==> src/rtl/usb_ctrl_pkg.sv <==
package usb_ctrl_pkg;
    // wishbone register byte offsets
    localparam logic [7:0] control_offset = 8'h00;
    localparam logic [7:0] config_offset = 8'h04;
    localparam logic [7:0] status_offset = 8'h08;
    localparam logic [7:0] bdt_ptr_offset = 8'h0c;
    // control register field positions
    localparam int susp_pos = 1;
    localparam int resume_pos = 2;
    localparam int enable_pos = 3;
    localparam int packet_disable_flag_pos = 4;
    localparam int se0_pos = 5;
    localparam int ptr_rst_pos = 6;
    // config register field positions
    localparam int ppb_pos = 0;
    localparam int fs_pos = 2;
    localparam int pullup_pos = 4;
    // values after reset, the ppb none code and block sizes
    localparam logic [7:0] control_reset = 8'h00;
    localparam logic [7:0] config_reset = 8'h00;
    localparam logic [1:0] ppb_none = 2'h0;
    localparam int endpoint_count = 8;
    localparam int register_count = 14;
    localparam int ram_dual_bytes = 496;
    localparam int ram_access_bytes = 16;

    typedef struct packed {
        logic pullup_en;
        logic full_speed;
        logic idle_drive;
        logic resume_drive;
        logic sie_clk_en;
        logic sie_active;
    } phy_ctrl_t;

    typedef struct packed {
        logic [7:0] adr;
        logic [31:0] dat;
        logic we;
        logic [3:0] sel;
    } wb_req_t;
endpackage

==> src/rtl/usb_module_control.sv <==
// Chosen here: the Wishbone slave port and the placing of the registers.
`timescale 1ns/1ps
`default_nettype none
module usb_module_control
    import usb_ctrl_pkg::*;
#(
    parameter int endpoints = endpoint_count
) (
    // clock and reset
    input wire logic clk_i,
    input wire logic rst_i,
    // wishbone slave
    input wire logic cyc_i,
    input wire logic stb_i,
    input wire logic we_i,
    input wire logic [7:0] adr_i,
    input wire logic [3:0] sel_i,
    input wire logic [31:0] dat_i,
    output logic [31:0] dat_o,
    output logic ack_o,
    output logic err_o,
    // bus line state from transceiver pins
    input wire logic dp_i,
    input wire logic dm_i,
    // serial engine events
    input wire logic setup_token_i,
    input wire logic configured_i,
    // engine side of pointer table
    input wire logic [endpoints-1:0] ptr_toggle_i,
    output logic [endpoints-1:0] pingpong_pointer_bit_o,
    // transceiver control
    output phy_ctrl_t phy_o
);
    logic [1:0] dp_sync_r;
    logic [1:0] dm_sync_r;
    logic single_ended_zero_flag_r;
    logic module_enable_bit_r;
    logic suspend_bit_r;
    logic resume_bit_r;
    logic packet_disable_flag_r;
    logic pingpong_pointer_reset_r;
    logic [1:0] ppb_mode_r;
    logic full_speed_select_bit_r;
    logic pullup_enable_bit_r;
    logic [endpoints-1:0] ptr_r;
    logic [endpoints-1:0] ptr_nxt;
    logic ack_r;
    logic err_r;
    logic [31:0] rdata_r;

    wire logic req = cyc_i && stb_i && !ack_r && !err_r;
    wire logic hit_ctrl = adr_i == control_offset;
    wire logic hit_cfg = adr_i == config_offset;
    wire logic hit_stat = adr_i == status_offset;
    wire logic hit_ptr = adr_i == bdt_ptr_offset;
    wire logic mapped = hit_ctrl || hit_cfg || hit_stat || hit_ptr;
    // buffer ram lives outside this block, shared with the engine
    localparam int ram_bytes = ram_dual_bytes + ram_access_bytes;
    wire logic wr_ctrl = req && we_i && hit_ctrl && sel_i[0];
    wire logic wr_cfg = req && we_i && hit_cfg && sel_i[0];
    wire logic enable_rise = wr_ctrl && dat_i[enable_pos] && !module_enable_bit_r;
    wire logic pingpong_used = ppb_mode_r != ppb_none;
    wire logic hold_even = pingpong_pointer_reset_r && pingpong_used;

    wire logic [7:0] ctrl_view = {1'b0, pingpong_pointer_reset_r, single_ended_zero_flag_r,
        packet_disable_flag_r, module_enable_bit_r, resume_bit_r, suspend_bit_r, 1'b0};
    wire logic [7:0] cfg_view = {3'h0, pullup_enable_bit_r, 1'b0,
        full_speed_select_bit_r, ppb_mode_r};
    wire logic [31:0] read_mux =
        hit_ctrl ? {24'h0, ctrl_view} :
        hit_cfg ? {24'h0, cfg_view} :
        hit_ptr ? 32'(ptr_r) :
        hit_stat ? {30'h0, configured_i, single_ended_zero_flag_r} : 32'h0;

    // pins are asynchronous to clk_i
    always_ff @(posedge clk_i) begin
        dp_sync_r <= {dp_sync_r[0], dp_i};
        dm_sync_r <= {dm_sync_r[0], dm_i};
    end

    always_ff @(posedge clk_i) begin
        if (rst_i) begin
            single_ended_zero_flag_r <= 1'b0;
        end else begin
            single_ended_zero_flag_r <= !dp_sync_r[1] && !dm_sync_r[1];
        end
    end

    // control register
    always_ff @(posedge clk_i) begin
        if (rst_i) begin
            module_enable_bit_r <= control_reset[enable_pos];
            suspend_bit_r <= control_reset[susp_pos];
            resume_bit_r <= control_reset[resume_pos];
            pingpong_pointer_reset_r <= control_reset[ptr_rst_pos];
        end else if (wr_ctrl) begin
            module_enable_bit_r <= dat_i[enable_pos];
            suspend_bit_r <= dat_i[susp_pos];
            // resume is held by firmware for its full duration
            resume_bit_r <= dat_i[resume_pos];
            pingpong_pointer_reset_r <= dat_i[ptr_rst_pos];
        end
    end

    // setup token while module enable bit is set wins over a firmware clear in the same cycle
    always_ff @(posedge clk_i) begin
        if (rst_i) begin
            packet_disable_flag_r <= control_reset[packet_disable_flag_pos];
        end else if (setup_token_i && module_enable_bit_r) begin
            packet_disable_flag_r <= 1'b1;
        end else if (wr_ctrl && !dat_i[packet_disable_flag_pos]) begin
            packet_disable_flag_r <= 1'b0;
        end
    end

    // configuration register
    always_ff @(posedge clk_i) begin
        if (rst_i) begin
            ppb_mode_r <= config_reset[ppb_pos +: 2];
            full_speed_select_bit_r <= config_reset[fs_pos];
            pullup_enable_bit_r <= config_reset[pullup_pos];
        end else if (wr_cfg) begin
            ppb_mode_r <= dat_i[ppb_pos +: 2];
            full_speed_select_bit_r <= dat_i[fs_pos];
            pullup_enable_bit_r <= dat_i[pullup_pos];
        end
    end

    // pointer table: engine toggles, enable forces even, reset bit forces even only when ppb mode is not none
    always_comb begin
        ptr_nxt = ptr_r ^ ptr_toggle_i;
        if (enable_rise) begin
            ptr_nxt = '0;
        end else if (hold_even) begin
            ptr_nxt = '0;
        end else if (!module_enable_bit_r || suspend_bit_r || packet_disable_flag_r) begin
            ptr_nxt = ptr_r;
        end
    end

    always_ff @(posedge clk_i) begin
        if (rst_i) begin
            ptr_r <= '0;
        end else begin
            ptr_r <= ptr_nxt;
        end
    end

    // wishbone answer one cycle after the request, dropped next cycle
    always_ff @(posedge clk_i) begin
        if (rst_i) begin
            ack_r <= 1'b0;
            err_r <= 1'b0;
            rdata_r <= 32'h0;
        end else begin
            ack_r <= req && mapped;
            err_r <= req && !mapped;
            if (req && !we_i) begin
                rdata_r <= read_mux;
            end
        end
    end

    assign ack_o = ack_r;
    assign err_o = err_r;
    assign dat_o = rdata_r;
    assign pingpong_pointer_bit_o = ptr_r;

    // attach follows enable; pull-ups also need config and pull-up bit
    assign phy_o.pullup_en = pullup_enable_bit_r && module_enable_bit_r && configured_i;
    assign phy_o.full_speed = full_speed_select_bit_r;
    assign phy_o.idle_drive = suspend_bit_r;
    assign phy_o.resume_drive = resume_bit_r && module_enable_bit_r;
    assign phy_o.sie_clk_en = module_enable_bit_r && !suspend_bit_r;
    assign phy_o.sie_active = module_enable_bit_r && !suspend_bit_r
        && !packet_disable_flag_r;
endmodule // usb_module_control
`default_nettype wire

==> config.mk <==
export PLATFORM = sky130hd
export DESIGN_NAME = usb_module_control
export DESIGN_NICKNAME = d
export VERILOG_FILES = /design/src/rtl/usb_ctrl_pkg.sv /design/src/rtl/usb_module_control.sv
export SDC_FILE = /design/constraint.sdc
export NUM_CORES = 1
export LEC_CHECK = 0
export BUFFER_PORTS_ARGS = -buffer_cell sky130_fd_sc_hd__buf_2
export CAP_MARGIN = 20
export CORE_MARGIN = 10
export CORE_UTILIZATION = 45
export CTS_CLUSTER_SIZE = 12
export DETAILED_ROUTE_END_ITERATION = 12
export GPL_ROUTABILITY_DRIVEN = 0
export PLACE_DENSITY = 0.89
export SLEW_MARGIN = 20
export SYNTH_ARGS = -nofsm -noshare
export SYNTH_HDL_FRONTEND = slang
export SYNTH_SLANG_ARGS = --single-unit
==> constraint.sdc <==
create_clock -name clk_i -period 2.5 [get_ports clk_i]
set_input_delay 0.375 -clock clk_i [delete_from_list [all_inputs] [get_ports clk_i]]
set_output_delay 0.375 -clock clk_i [all_outputs]
set_load 0.01 [all_outputs]
Yosys cells after proc, flatten, opt, wreduce, memory -nomap -nowiden
Cells that the tools add are included.
{"block": "word_totals", "ff_bits": 56, "latchBits": 0, "mem_bits_rw": 0, "rom_bits": 0, "in_bits": 61, "n_memories": 0}
{"block": "op_classes", "n_addsub": 0, "multipliers": 0, "n_div": 0, "magnitude_cmp": 0, "eq_ne": 3, "shift": 0, "mux": 6, "n_bitwise": 1, "reduce_logical": 41}
{"op": "2-to-1 mux 8 bit", "n": 3}
{"op": "logical AND 1 bit", "n": 22}
{"op": "== test 8 x 4 -> 1 bit (second input constant)", "n": 2}
{"op": "zero test 1 bit", "n": 10}
{"op": "== test 8 x 3 -> 1 bit (second input constant)", "n": 1}
{"op": "zero test 8 bit", "n": 1}
{"op": "bitwise XOR 8 bit", "n": 1}
{"op": "logical OR 1 bit", "n": 5}
{"op": "nonzero test 2 bit", "n": 2}
{"op": "OR reduction 3 bit", "n": 1}
{"op": "2-to-1 mux 1 bit", "n": 2}
{"op": "2-to-1 mux 2 bit", "n": 1}

Depth between registers and ports, before layout
Gate-level depths: netlist of run 1.
{"block": "logic_depth", "word_depth": 9, "depth_mapped": 5}

Worst setup path after synthesis of run 1
Ideal clock, no wire load.
{"block": "synth_timing", "kind": "input to register", "startpoint": "input adr_i[7]", "endpoint": "register module_enable_bit_r", "setup_ns": 0.072, "arrival_ns": 1.523, "required_time_ns": 2.428, "path_slack_ns": 0.905, "path_stages": 3, "n_path_buf": 0, "path_cell_list": "or4_4 -> nor4_4 -> mux2i_1"}
{"block": "synth_via", "elab_chain_cells": 3}
{"item": "start: declaration", "line_no": "usb_module_control.sv:16", "source": "input wire logic [7:0] adr_i,"}
{"item": "zero test 8 bit", "line_no": "usb_module_control.sv:52", "source": "wire logic hit_ctrl = adr_i == control_offset;"}
{"item": "logical AND 1 bit (2 in a row)", "line_no": "usb_module_control.sv:59", "source": "wire logic wr_ctrl = req && we_i && hit_ctrl && sel_i[0];"}
{"item": "end signal: assignment", "line_no": "usb_module_control.sv:92", "source": "module_enable_bit_r <= control_reset[enable_pos];"}
{"item": "end signal: assignment", "line_no": "usb_module_control.sv:97", "source": "module_enable_bit_r <= dat_i[enable_pos];"}
{"item": "end: declaration", "line_no": "usb_module_control.sv:37", "source": "logic module_enable_bit_r;"}
No other way between the ends.
A chain may end at the register's enable or synchronous reset.

==> run summary, run 1 <==
The total of warnings raised by yosys came out at 0. The signal on the critical path passes through nor2b_1 > nor2b_1 > buf_2. The die area is 0.00663 mm2. The number of failing hold endpoints at the final stage is 0.

The worst setup slack for register-to-register paths came out at 0.90 ns. Before CTS, the worst setup slack after placement is 0.665 ns. The share of layout cells above drive strength 1 came out at 31.8%. The post-CTS setup repair buffer count came out at 0. The maximum clock skew at final layout came out at 0.00993 ns.

The number of hold-repair buffers added at the cts stage is 0. Cells fill 54.0% of the core in the end. The count of antenna diodes in the layout is 0. Detailed placement finished with a half-perimeter wire length of 3470 um. The aggregate negative setup slack came out at 0 ns. Setup repair after global routing left no endpoint under its margin. The net count of the finished layout is 280.

The count of maximum capacitance violations came out at 0. The signal arrival time at the worst endpoint came out at 1.41 ns. The min-delay analysis places its worst path in the category in2reg. After floorplanning, the core was divided into 22 placement rows. TritonCTS built the clock tree.

The worst setup path is captured at an output pin. The number of resized instances in the post-cts repair step came out at 0. The first global-routing pass estimated 6510 um of wire.

The die extent in y came out at 81.4 um. The met1 capacity usage during global routing is 13.6%. The number of clock buffers added by TritonCTS is 5.

In this run the critical register-to-register path is captured at dat_o[7]. The area of the mapped netlist is 0.00170 mm2. The maximum vdd drop is 0.299 mV. Summing over every cut layer, the via total after detailed routing is 1360. For this run, the number of standard cells in the final layout without fillers is 268.

The maximum single-stage delay on the critical path is 0.65 ns. The number of global-route vias before repair is 1375. The slowest cell on the critical path is sky130_fd_sc_hd__dfxtp_1. The final cycle utilization of the critical path is 71.3%. The static leakage is 0.854 nW.

The actual transition at the worst max-transition pin is 0.715 ns. The sequential area share after synthesis came out at 37.8%. The number of detailed-route iterations in the first pass came out at 4.

The post-detailed-route count of antenna-violating nets came out at 0. The H-tree was split into 2 levels. The number of cells traversed by the worst hold path came out at 1.

The count of unique library cells instantiated by Yosys came out at 36. After filler insertion, the fill cell instance count of the layout stands at 364. The global-route layer with the greatest usage is met2.

The routed wire length came out at 4320 um. The total I/O pin count came out at 109. The path with the worst hold slack has its endpoint at dm_sync_r[0]. The finished cells cover 0.00198 mm2. The detailed-route wire length per cell came out at 16.1 um. The origin of the worst min-delay path is dm_i. The most used flip-flop cell after synthesis is sky130_fd_sc_hd__dfxtp_1. The iteration-0 DRC count of the detailed router came out at 55. The die width is 81.4 um. The via density per instance is 5.07.

The startpoint of the worst register-to-register path is ack_o. The critical path is of the reg2out type. The depth of the worst register-to-register path came out at 3.

The design draws 1.00 mW. The flow ran to the end, and the final reports show no timing, DRC or antenna violations. The number of sinks on the clock net came out at 32. Global routing used 6.07% of the available met3 tracks. The count of placed standard cells including taps is 260. Setup violations remaining at the end of the flow were counted as 0. STA classifies the critical path startpoint as a register.

The post-route worst setup slack came out at 0.718 ns. The worst hold margin is 0.192 ns. The required time of the worst setup path came out at 2.12 ns. The async set or reset register ratio after synthesis came out at 0%. The deepest clock path buffer count is 2.

The cell repeated most along the worst path is sky130_fd_sc_hd__nor2b_1. For this run, the total global-route usage over all layers was measured as 12.6%. After detailed routing, the number of remaining DRC violations is 0.

The clock period could shrink to 1.78 ns. The remaining global-route overflow is 0. The average cell area after synthesis is 10.0 um2.

The top fanout value on the critical path came out at 16. The number of pins exceeding their max-slew limit in the final report is 0. The synthesized design contains 0 enable-type register cells. The number of antenna violations at the first check in global routing came out at 0. Entering global routing, the biggest net connects 22 pins.

The layout overhead on the synthesized area is 16.4%. The root buffer cell is sky130_fd_sc_hd__clkbuf_8. Measured against its own limit, the worst slew margin works out to 52.2%.

The core region area came out at 0.00366 mm2. After technology mapping, the gate count stands at 169. The initial utilization of the core area, before any placement, comes to 46.3%.

The clock-pin slew on the worst setup and hold paths came out at 0.06 ns. The maximum clock frequency is 561 MHz. The power density over the cells came out at 507 mW/mm2. For met2 alone, demand over resource in global routing was 20.8%. Clock latency on the worst-skew pair, taken at its later pin, is 0.29 ns.

The post-placement cell area is 0.00189 mm2. The count of state elements after synthesis is 32. The count of port buffers added during placement is 55.
## how the worst max path moves through the flow
stage,depth (start not counted),slack (ns),endpoint,startpoint
floorplan,3,0.90,module_enable_bit_r,adr_i[7]
global placement,4,0.70,resume_bit_r,adr_i[7]
detailed placement,4,0.66,pingpong_pointer_bit_o[5],adr_i[7]
CTS,3,0.71,phy_o[0],module_enable_bit_r
global route,3,0.57,phy_o[0],module_enable_bit_r
finish,3,0.72,phy_o[0],module_enable_bit_r
## placed cells by master (no fill, tap or decap), drive strengths merged, types with 5 or more instances in the layout
| master | instances |
|---|---|
| mux2i | 10 |
| xnor2 | 8 |
| buf | 55 |
| nor4bb | 9 |
| dfxtp | 32 |
| o2bb2ai | 8 |
| nand2b | 16 |
| a211oi | 10 |
| conb | 24 |
| clkbuf | 5 |
## power breakdown
| part | total (mW) | leakage [nW] | internal (mW) | switching, mW |
|---|---|---|---|---|
| clock | 0.392 | 0.0479 | 0.194 | 0.198 |
| sequential | 0.516 | 0.259 | 0.514 | 0.00159 |
| combinational | 0.0934 | 0.547 | 0.0365 | 0.0569 |
## sequential cells by signal, indices dropped and copies added (netlist names)
signal                    flops
packet_disable_flag_r         1
pullup_enable_bit_r           1
dp_sync_r                     2
ack_o                         1
dm_sync_r                     2
pingpong_pointer_bit_o        8
module_enable_bit_r           1
ppb_mode_r                    2
suspend_bit_r                 1
err_o                         1
dat_o                         8
single_ended_zero_flag_r      1
pingpong_pointer_reset_r      1
full_speed_select_bit_r       1
resume_bit_r                  1
## layer usage
| layer | routed length (um) | share of wire (%) | vias to the layer above |
|---|---|---|---|
| li1 | - | - | 663 |
| met1 | 1660 | 38 | 637 |
| met2 | 2120 | 49 | 52 |
| met3 | 480 | 11 | 8 |
| met4 | 66 | 1.5 | 0 |
| met5 | 0 | 0 | - |
## Yosys cell counts, types with 3 or more instances
master                      number  share of area, %
sky130_fd_sc_hd__a21oi_1         4               1.2
sky130_fd_sc_hd__nand2b_1       16               5.9
sky130_fd_sc_hd__a2bb2oi_1       3               1.5
sky130_fd_sc_hd__dfxtp_1        32                38
sky130_fd_sc_hd__nor4bb_1        9               5.3
sky130_fd_sc_hd__a211oi_1       10               4.4
sky130_fd_sc_hd__buf_4          26                12
sky130_fd_sc_hd__nor2_1          3              0.66
sky130_fd_sc_hd__clkbuf_1        7               1.5
sky130_fd_sc_hd__o2bb2ai_1       8               4.1
sky130_fd_sc_hd__mux2i_1        10               5.9
sky130_fd_sc_hd__xnor2_1         8               4.1
## final cells by class
cell class | count | area (um2) | share of cell area, %
Timing Repair Buffer | 55 | 275 | 13.9
Inverter | 2 | 7.51 | 0.380
Clock buffer | 5 | 68.8 | 3.48
Tap cell | 48 | 60.1 | 3.04
Clock inverter | 3 | 18.8 | 0.950
Multi-Input combinational cell | 123 | 905 | 45.8
Sequential cell | 32 | 641 | 32.4
## worst max-delay path, delay by kind of cell (launching register included)
| family | cells | cell delay, ns |
|---|---|---|
| simple gates | 2 | 0.34 |
| flops | 1 | 0.65 |
| buf+inv | 1 | 0.14 |
## cells by family after synthesis
logic type,count (synthesis),synth area share (%)
compound gates,28,12.5
xor+xnor,8,4.13
buf+inv,37,14.0
flops,32,37.8
mux,12,7.89
other cells,1,0.221
simple gates,51,23.5
Note: power is estimated with default switching activity, not from simulation.
==> run 2, diff against run 1 <==
--- a/config.mk
+++ b/config.mk
@@ -5,14 +5,15 @@
 export SDC_FILE = /design/constraint.sdc
 export NUM_CORES = 1
 export LEC_CHECK = 0
+export ABC_AREA = 1
 export BUFFER_PORTS_ARGS = -buffer_cell sky130_fd_sc_hd__buf_2
 export CAP_MARGIN = 20
 export CORE_MARGIN = 10
-export CORE_UTILIZATION = 45
+export CORE_UTILIZATION = 38
 export CTS_CLUSTER_SIZE = 12
 export DETAILED_ROUTE_END_ITERATION = 12
 export GPL_ROUTABILITY_DRIVEN = 0
-export PLACE_DENSITY = 0.89
+export PLACE_DENSITY = 0.81
 export SLEW_MARGIN = 20
 export SYNTH_ARGS = -nofsm -noshare
 export SYNTH_HDL_FRONTEND = slang
==> constraint.sdc (replaced) <==
create_clock -name clk_i -period 1.43 [get_ports clk_i]
set_input_delay 0.2145 -clock clk_i [delete_from_list [all_inputs] [get_ports clk_i]]
set_output_delay 0.2145 -clock clk_i [all_outputs]
set_load 0.01 [all_outputs]
==> run 2 against run 1 <==
  * Wire length is 1.5% higher
  * Clock-buffer cell count stayed put
  * Clock skew is 0.0047 ns lower
  * Worst setup slack worse by 0.64 ns
  * Power is 78% higher
  * Synthesized area is 0.22% higher
  * Critical path type unchanged
  * Critical endpoint unchanged
==> run summary, run 2 <==
The iteration-0 DRC count of the detailed router came out at 50 (-9.1%). The post-detailed-route count of antenna-violating nets was 0 (unchanged). The worst hold margin is 0.0228 ns (-0.169 ns). The maximum single-stage delay on the critical path came out at 0.35 ns (-0.30 ns).

The most common cell in the synthesized netlist is sky130_fd_sc_hd__nand2_1. The post-placement cell area is 0.00198 mm2 (+4.7%). The library cell used most frequently in the layout, excluding fill and tap cells, is sky130_fd_sc_hd__buf_2. The number of enable flip-flop cells after synthesis came out at 0 (unchanged). The number of detailed-route iterations in the first pass came out at 4 (unchanged). The overall global routing resource usage is 11.7% (-0.86 points). Yosys attributes the largest share of cell area to sky130_fd_sc_hd__dfxtp_1 38%, sky130_fd_sc_hd__buf_4 11%, sky130_fd_sc_hd__nand2_1 8.4%.

The footprint of the multi-input gates is 837 um2 (-7.5%). For this run, the leading register cell type out of synthesis is sky130_fd_sc_hd__dfxtp_1. The share of the synthesized area in the top cell type is 37.7% (-0.083 points).

The power density over the cells is 849 mW/mm2 (+67%). The final critical delay including setup and external delays is 1.35 ns. The number of sinks on the clock net is 32 (unchanged). The kind of cell with the highest combined delay along the critical path is flip-flops. The sequential area share after synthesis is 37.7% (-0.083 points). The largest net degree at the start of global routing is 13 (-41%).

The routed wire length is 4390 um (+1.5%). TritonCTS built the clock tree. The top fanout value on the critical path came to 9 (-7). The die width came out at 86.9 um (+6.8%). The number of global-route vias before repair came to 1577 (+15%).

The detailed-route wire length per cell came to 12.5 um (-22%). The overall via count from detail_route came out at 1585 (+17%). Among all stages on the critical path, the largest delay is contributed by sky130_fd_sc_hd__dfxtp_1. By count the netlist is led by 38 x sky130_fd_sc_hd__nand2_1, 32 x sky130_fd_sc_hd__dfxtp_1, 29 x sky130_fd_sc_hd__inv_1. The run finished with clean final reports. The average cell area after synthesis is 7.33 um2 (-27%). The number of buffers created by CTS was 5 (unchanged).

The final instance area is 0.00210 mm2 (+6.5%). The die area came out at 0.00755 mm2 (+14%). The count of port buffers added during placement was 55 (unchanged). The count of unique library cells instantiated by Yosys came to 22 (-39%). STA classifies the critical path endpoint as an output pin. Setup repair after global routing could not meet its margin everywhere. The worst hold path belongs to the class in2reg. The number of hold-repair buffers added at the cts stage is 0 (unchanged).

The DRC violations left came out at 0 (unchanged). The tree is rooted in a sky130_fd_sc_hd__clkbuf_8. The initial cell density of the core is 39.1% (-7.3 points).

The share of layout cells above drive strength 1 came to 33.1% (+1.3 points). The static leakage came out at 1.00 nW (+17%). The signal on the critical path passes through inv_2 > nor2_4 > nand2_2 > inv_6 > buf_2. sky130_fd_sc_hd__dfxtp_1 takes more of the synthesized area than any other cell.

The die extent in y is 86.9 um (+6.8%). The number of placement rows is 24 (+9.1%). In the layout the commonest cells are 55 x sky130_fd_sc_hd__buf_2, 37 x sky130_fd_sc_hd__nand2_1, 31 x sky130_fd_sc_hd__dfxtp_1.

The async set or reset register ratio after synthesis is 0% (unchanged). The count of maximum capacitance violations came out at 0 (unchanged). The number of pins exceeding their max-slew limit in the final report is 0 (unchanged). The layout overhead on the synthesized area came out at 23.8%. The wire length of the first global-routing pass came out at 7040 um (+8.1%). The total of warnings raised by yosys was 0 (unchanged).

The number of failing hold endpoints at the final stage came to 0 (unchanged). The clock-pin slew on the worst setup and hold paths is 0.07 ns (about the same). The total I/O pin count was 109 (unchanged). The number of antenna violations at the first check in global routing came to 0 (unchanged).

The worst path buffer plus inverter count came to 3 (+2). The number of cells produced by synthesis came to 232 (+37%). The number of H-tree levels is 2 (unchanged). The net total in the final layout was 359 (+28%).

The maximum clock skew at final layout is 0.00527 ns (-0.00466 ns). STA classifies the critical path startpoint as a register. The count of antenna diodes in the layout was 0 (unchanged). The core region area came out at 0.00435 mm2 (+19%).

The remaining global-route overflow is 0 (unchanged). The deepest clock path buffer count is 2 (unchanged). The maximum vdd drop was 0.539 mV (+80%). The area of the mapped netlist is 0.00170 mm2 (+0.22%). The final cycle utilization of the critical path is 94.5%. The area of all sequential standard cells is 642 um2 (+0.20%).

The via density per instance is 4.52 (-11%). The detailed placer's ending HPWL came out at 3660 um (+5.3%). By startpoint and endpoint, the worst setup path is classified as reg2out. The signal arrival time at the worst endpoint came out at 1.14 ns (-0.27 ns).

The maximum clock frequency came out at 740 MHz. The count of endpoints failing setup in the final report is 0 (unchanged). The fill cell total of the finished layout is 460 (+26%).

The count of state elements after synthesis came out at 32 (unchanged). The clock latency reported for the late side of the worst-skew pair is 0.29 ns (about the same). The required time of the worst setup path came out at 1.22 ns (-0.90 ns).
run 2: changes by cell type after synthesis, moves of 10 or more:
cell                       before  now
sky130_fd_sc_hd__nand3_1        0   13
sky130_fd_sc_hd__nor2_1         3   25
sky130_fd_sc_hd__mux2i_1       10    0
sky130_fd_sc_hd__nand2_2        0   10
sky130_fd_sc_hd__inv_1          2   29
sky130_fd_sc_hd__nand2b_1      16    0
sky130_fd_sc_hd__a21oi_1        4   17
sky130_fd_sc_hd__a211oi_1      10    0
sky130_fd_sc_hd__nand2_1        2   38
run 2: worst paths after layout:
kind         slack [ns]  cells after the start                start                         to
min reg2reg        0.33                      0         dp_sync_r[0]               dp_sync_r[1]
max                0.08                      5  module_enable_bit_r                   phy_o[0]
max reg2reg        0.11                      7                err_o  pingpong_pointer_bit_o[2]
min                0.02                      1                 dp_i               dp_sync_r[0]
run 2: routing by layer:
metal	vias up	share of wire (%)	track usage, %
li1	813	-	-
met2	62	46	19.7
met4	0	1.4	3.98
met5	-	0	0
met3	7	13	6.27
met1	703	39	12.2
run 2: timing repair:
action / in CTS / in global routing
buffers inserted: 0 / 2
setup endpoints to repair: 0 / 10
resized for setup: 0 / 6
run 2: final cells by class:
class,instances,share of cell area [%]
flip-flops and latches,32,30.5
clock buffers,5,3.27
repair buffers,64,16.5
clock inverters,3,1.13
multi-input cells,164,39.8
inverters,31,5.77
well taps,52,3.09
run 2: cells by family after synthesis:
group,after synthesis,share of synthesized area (%)
xor+xnor,8,4.12
compound gates,32,10.6
simple gates,100,28.3
other cells,1,0.221
buf+inv,59,19.1
flops,32,37.7
run 2: report_power, final:
group          internal, mW  switching [mW]  leakage, nW  total (mW)
Clock                 0.344           0.354       0.0404       0.698
Sequential            0.905         0.00552        0.260       0.911
Combinational        0.0625           0.115        0.700       0.178
Total                  1.31           0.475         1.00        1.79
run 2: worst register-to-register path, delay by kind of cell (launching register included):
| family | cells | cell delay [ns] |
|---|---|---|
| AND/OR/NAND/NOR | 5 | 0.48 |
| AO/OA/AOI/OAI | 1 | 0.28 |
| flip-flops | 1 | 0.32 |
| buffers and inverters | 1 | 0.13 |
run 2: through the flow:
step | setup TNS (ns) | setup WS [ns] | power (mW) | utilization, % | cells
after global routing | -0.0159 | -0.0159 | 1.88 | 48.3 | 351
final | 0 | 0.0781 | 1.79 | 48.3 | 351
after global placement | 0 | 0.0664 | 1.10 | 45.4 | 341
after CTS | 0 | 0.0517 | 1.81 | 47.5 | 349
after detailed placement | 0 | 0.0382 | 1.10 | 45.4 | 341
after floorplan | 0 | 0.141 | 1.07 | - | 255
==> run 3, diff against run 2 <==
--- a/config.mk
+++ b/config.mk
@@ -14,6 +14,7 @@
 export DETAILED_ROUTE_END_ITERATION = 12
 export GPL_ROUTABILITY_DRIVEN = 0
 export PLACE_DENSITY = 0.81
+export SKIP_LAST_GASP = 1
 export SLEW_MARGIN = 20
 export SYNTH_ARGS = -nofsm -noshare
 export SYNTH_HDL_FRONTEND = slang
==> constraint.sdc (replaced) <==
create_clock -name clk_i -period 1.2 [get_ports clk_i]
set_input_delay 0.18 -clock clk_i [delete_from_list [all_inputs] [get_ports clk_i]]
set_output_delay 0.18 -clock clk_i [all_outputs]
set_load 0.01 [all_outputs]
==> run 3 against run 2 <==
  * First-iteration DRC count grew 22%
  * Critical path type is now reg2reg
  * Worst setup slack lost 0.10 ns
  * Sequential power grew 20%
  * Register-to-register slack lost 0.14 ns
  * Clock-buffer cell count grew 1
  * Combinational power grew 43%
  * Clock power grew 45%
  * Final cell count grew 4.3%
  * Core utilization grew 4.6 points
  * The flow now finishes with violations (negative setup slack)
  * Sequential share of layout area shrank 2.5 points
==> run summary, run 3 (synthesized netlist as in run 2, its figures left out) <==
The final instance area came out at 0.00230 mm2 (+9.5%). The share of total power in sequential cells came out at 46.3% (-4.7 points). The signal arrival time at the worst endpoint came to 1.40 ns (+0.26 ns). Timing would allow up to 816 MHz. The detailed placer's ending HPWL came to 3700 um (+1.1%).

The post-route worst setup slack came out at -0.0262 ns (-0.104 ns). TritonCTS built the clock tree. STA classifies the critical path startpoint as a register. The depth of the worst register-to-register path came out at 7 (unchanged). Setup repair after global routing could not meet its margin everywhere. The aggregate negative setup slack is -0.172 ns (-0.172 ns).

The largest net degree at the start of global routing is 13 (unchanged). The switching power of the nets came out at 551 uW (+16%). The post-detailed-route count of antenna-violating nets is 0 (unchanged).

The number of pins exceeding their max-slew limit in the final report came out at 0 (unchanged). The power density over the cells came out at 1020 mW/mm2 (+20%). The met3 capacity usage during global routing is 6.84% (+0.56 points). The wire length of the first global-routing pass came to 7560 um (+7.3%). The initial cell density of the core was 39.1% (unchanged). The number of sinks on the clock net came to 32 (unchanged). The overall via count from detail_route came out at 1654 (+4.4%).

The detailed-route wire length per cell is 13.0 um (+3.9%). The deepest clock path buffer count is 2 (unchanged). The routed wire length is 4750 um (+8.3%). The net total in the final layout is 374 (+4.2%). The count of port buffers added during placement was 55 (unchanged). The worst hold path belongs to the class in2reg. The combinational cell fraction of total power is 10.8% (+0.9 points). The share of layout cells above drive strength 1 was 39.8% (+6.7 points). The required time of the worst setup path came out at 1.38 ns (+0.16 ns).

The DRC violations left came to 0 (unchanged). Leaving out fill and tap cells, the most frequent cells in the layout are 53 x sky130_fd_sc_hd__buf_2, 35 x sky130_fd_sc_hd__nand2_1, 29 x sky130_fd_sc_hd__inv_1. The category of the worst setup path capture point is a register. The met1 capacity usage during global routing is 12.9% (+0.65 points). The iteration-0 DRC count of the detailed router is 61 (+22%). The static leakage is 1.13 nW (+13%). The total design power is 2.35 mW (+31%). The overall global routing resource usage came out at 12.5% (+0.72 points). The internal power summed over all cells came out at 1.80 mW (+37%). The final cycle utilization of the critical path came out at 102%.

The die area is 0.00755 mm2 (unchanged). The number of H-tree levels was 2 (unchanged). The cell sitting at the root of the clock tree is a sky130_fd_sc_hd__clkbuf_8. The final critical delay including setup and external delays came out at 1.23 ns. The fraction of power spent switching nets is 23.5% (-3.1 points). The post-placement cell area came out at 0.00205 mm2 (+3.8%). The number of buffers created by CTS is 5 (unchanged). The number of failing hold endpoints at the final stage is 0 (unchanged). The number of antenna violations at the first check in global routing is 0 (unchanged).

The count of placed standard cells in the final layout, fillers left out came to 366 (+4.3%). The layer flagged by global routing as most heavily used is met2. The startpoint of the worst register-to-register path is ack_o.

The core region area was 0.00435 mm2 (unchanged). The number of placement rows is 24 (unchanged). The top fanout value on the critical path came out at 7 (-2). The clock-pin slew on the worst setup and hold paths is 0.07 ns (about the same).

The maximum clock skew at final layout came out at 0.00469 ns (-0.000577 ns). The total I/O pin count came to 109 (unchanged). The die extent in y was 86.9 um (unchanged). The global routing usage on met2 came out at 21.1% (+1.4 points). The die width is 86.9 um (unchanged). The count of placed standard cells including taps came out at 350 (+2.6%). The worst hold path begins at setup_token_i.

The power share of the clock group is 42.9% (+3.8 points). The clock latency reported for the late side of the worst-skew pair is 0.29 ns (about the same). The via density per instance was 4.52 (about the same). The remaining global-route overflow came to 0 (unchanged). The count of antenna diodes in the layout is 0 (unchanged). The number of detailed-route iterations in the first pass is 4 (unchanged). The worst reg2reg path endpoint is packet_disable_flag_r.

The critical setup path kind is reg2reg. The number of global-route vias before repair came out at 1652 (+4.8%). The count of maximum capacitance violations is 0 (unchanged). The most common cell after layout, fill and taps aside is sky130_fd_sc_hd__buf_2. The setup slack at placement was -0.146 ns (-0.184 ns). The worst setup slack for register-to-register paths is -0.03 ns (-0.14 ns). The maximum vdd drop was 0.787 mV (+46%).

The layout overhead on the synthesized area came out at 35.5%. The count of endpoints failing setup in the final report is 15 (+15). The number of cells traversed by the worst hold path was 3 (+2). The flow ran to the end, but the final reports show violations. The final reports fail on negative setup slack. The worst hold path terminates at packet_disable_flag_r.
-- run 3: cell types whose count changed in the layout (fill, tap and decap cells not counted), moves of 3 or more --
cell                      delta
sky130_fd_sc_hd__dfxtp_1     -3
sky130_fd_sc_hd__o21ai_0     -9
sky130_fd_sc_hd__buf_6       +3
sky130_fd_sc_hd__buf_4      +12
sky130_fd_sc_hd__o21ai_2     +8
sky130_fd_sc_hd__dfxtp_2     +3
-- run 3: layout make-up --
| class | instances | area [um2] |
|---|---|---|
| Clock buffer | 6 | 72.6 |
| Clock inverter | 2 | 35.0 |
| Fill cell | 424 | 2050 |
| Inverter | 31 | 121 |
| Multi-Input combinational cell | 164 | 885 |
| Sequential cell | 32 | 646 |
| Tap cell | 52 | 65.1 |
| Timing Repair Buffer | 79 | 480 |
-- run 3: routing by layer --
metal / up-vias / wire (um)
met5: - / 0
met4: 0 / 51
met3: 8 / 653
met2: 75 / 2320
met1: 734 / 1730
li1: 837 / -
-- run 3: power by group through the flow --
stage / Sequential [mW] / Combinational, mW / Clock [mW]
6_report: 1.09 / 0.254 / 1.01
3_5_place_dp: 1.11 / 0.224 / 0
2_1_floorplan: 1.11 / 0.166 / 0
4_1_cts: 1.09 / 0.239 / 1.03
3_3_place_gp: 1.11 / 0.221 / 0
5_1_grt: 1.09 / 0.282 / 1.09
-- run 3: timing repair --
item	in CTS	in global routing
gates resized for setup	14	19
buffers inserted	5	1
endpoints found under the hold margin	2	0
pin swaps	4	5
hold buffers	2	0
endpoints found under the setup margin	18	28
-- run 3: worst max-delay path by stage --
stage	end	slack, ns	start
floorplan	pingpong_pointer_bit_o[2]	0.01	module_enable_bit_r
global placement	pingpong_pointer_bit_o[1]	-0.12	adr_i[7]
detailed placement	pingpong_pointer_bit_o[4]	-0.15	adr_i[7]
CTS	pingpong_pointer_bit_o[4]	-0.08	ack_o
global route	pingpong_pointer_bit_o[4]	-0.13	ack_o
finish	packet_disable_flag_r	-0.03	ack_o
-- run 3: stage by stage --
step / hold WS [ns] / util, %
after detailed placement: 0.284 / 47.1
after global placement: 0.284 / 47.1
after global routing: 0.141 / 52.9
final: 0.145 / 52.9
after floorplan: 0.208 / -
after CTS: 0.143 / 51.3
-- run 3: worst max-delay path, cell delays in order, from the launching register on --
cell and delay, ns:
sky130_fd_sc_hd__dfxtp_2 0.32, sky130_fd_sc_hd__nor2_2 0.10, sky130_fd_sc_hd__nand2_2 0.09, sky130_fd_sc_hd__nor2_4 0.14, sky130_fd_sc_hd__buf_4 0.14, sky130_fd_sc_hd__nand2_2 0.12
sky130_fd_sc_hd__o21ai_2 0.15, sky130_fd_sc_hd__a21oi_1 0.07
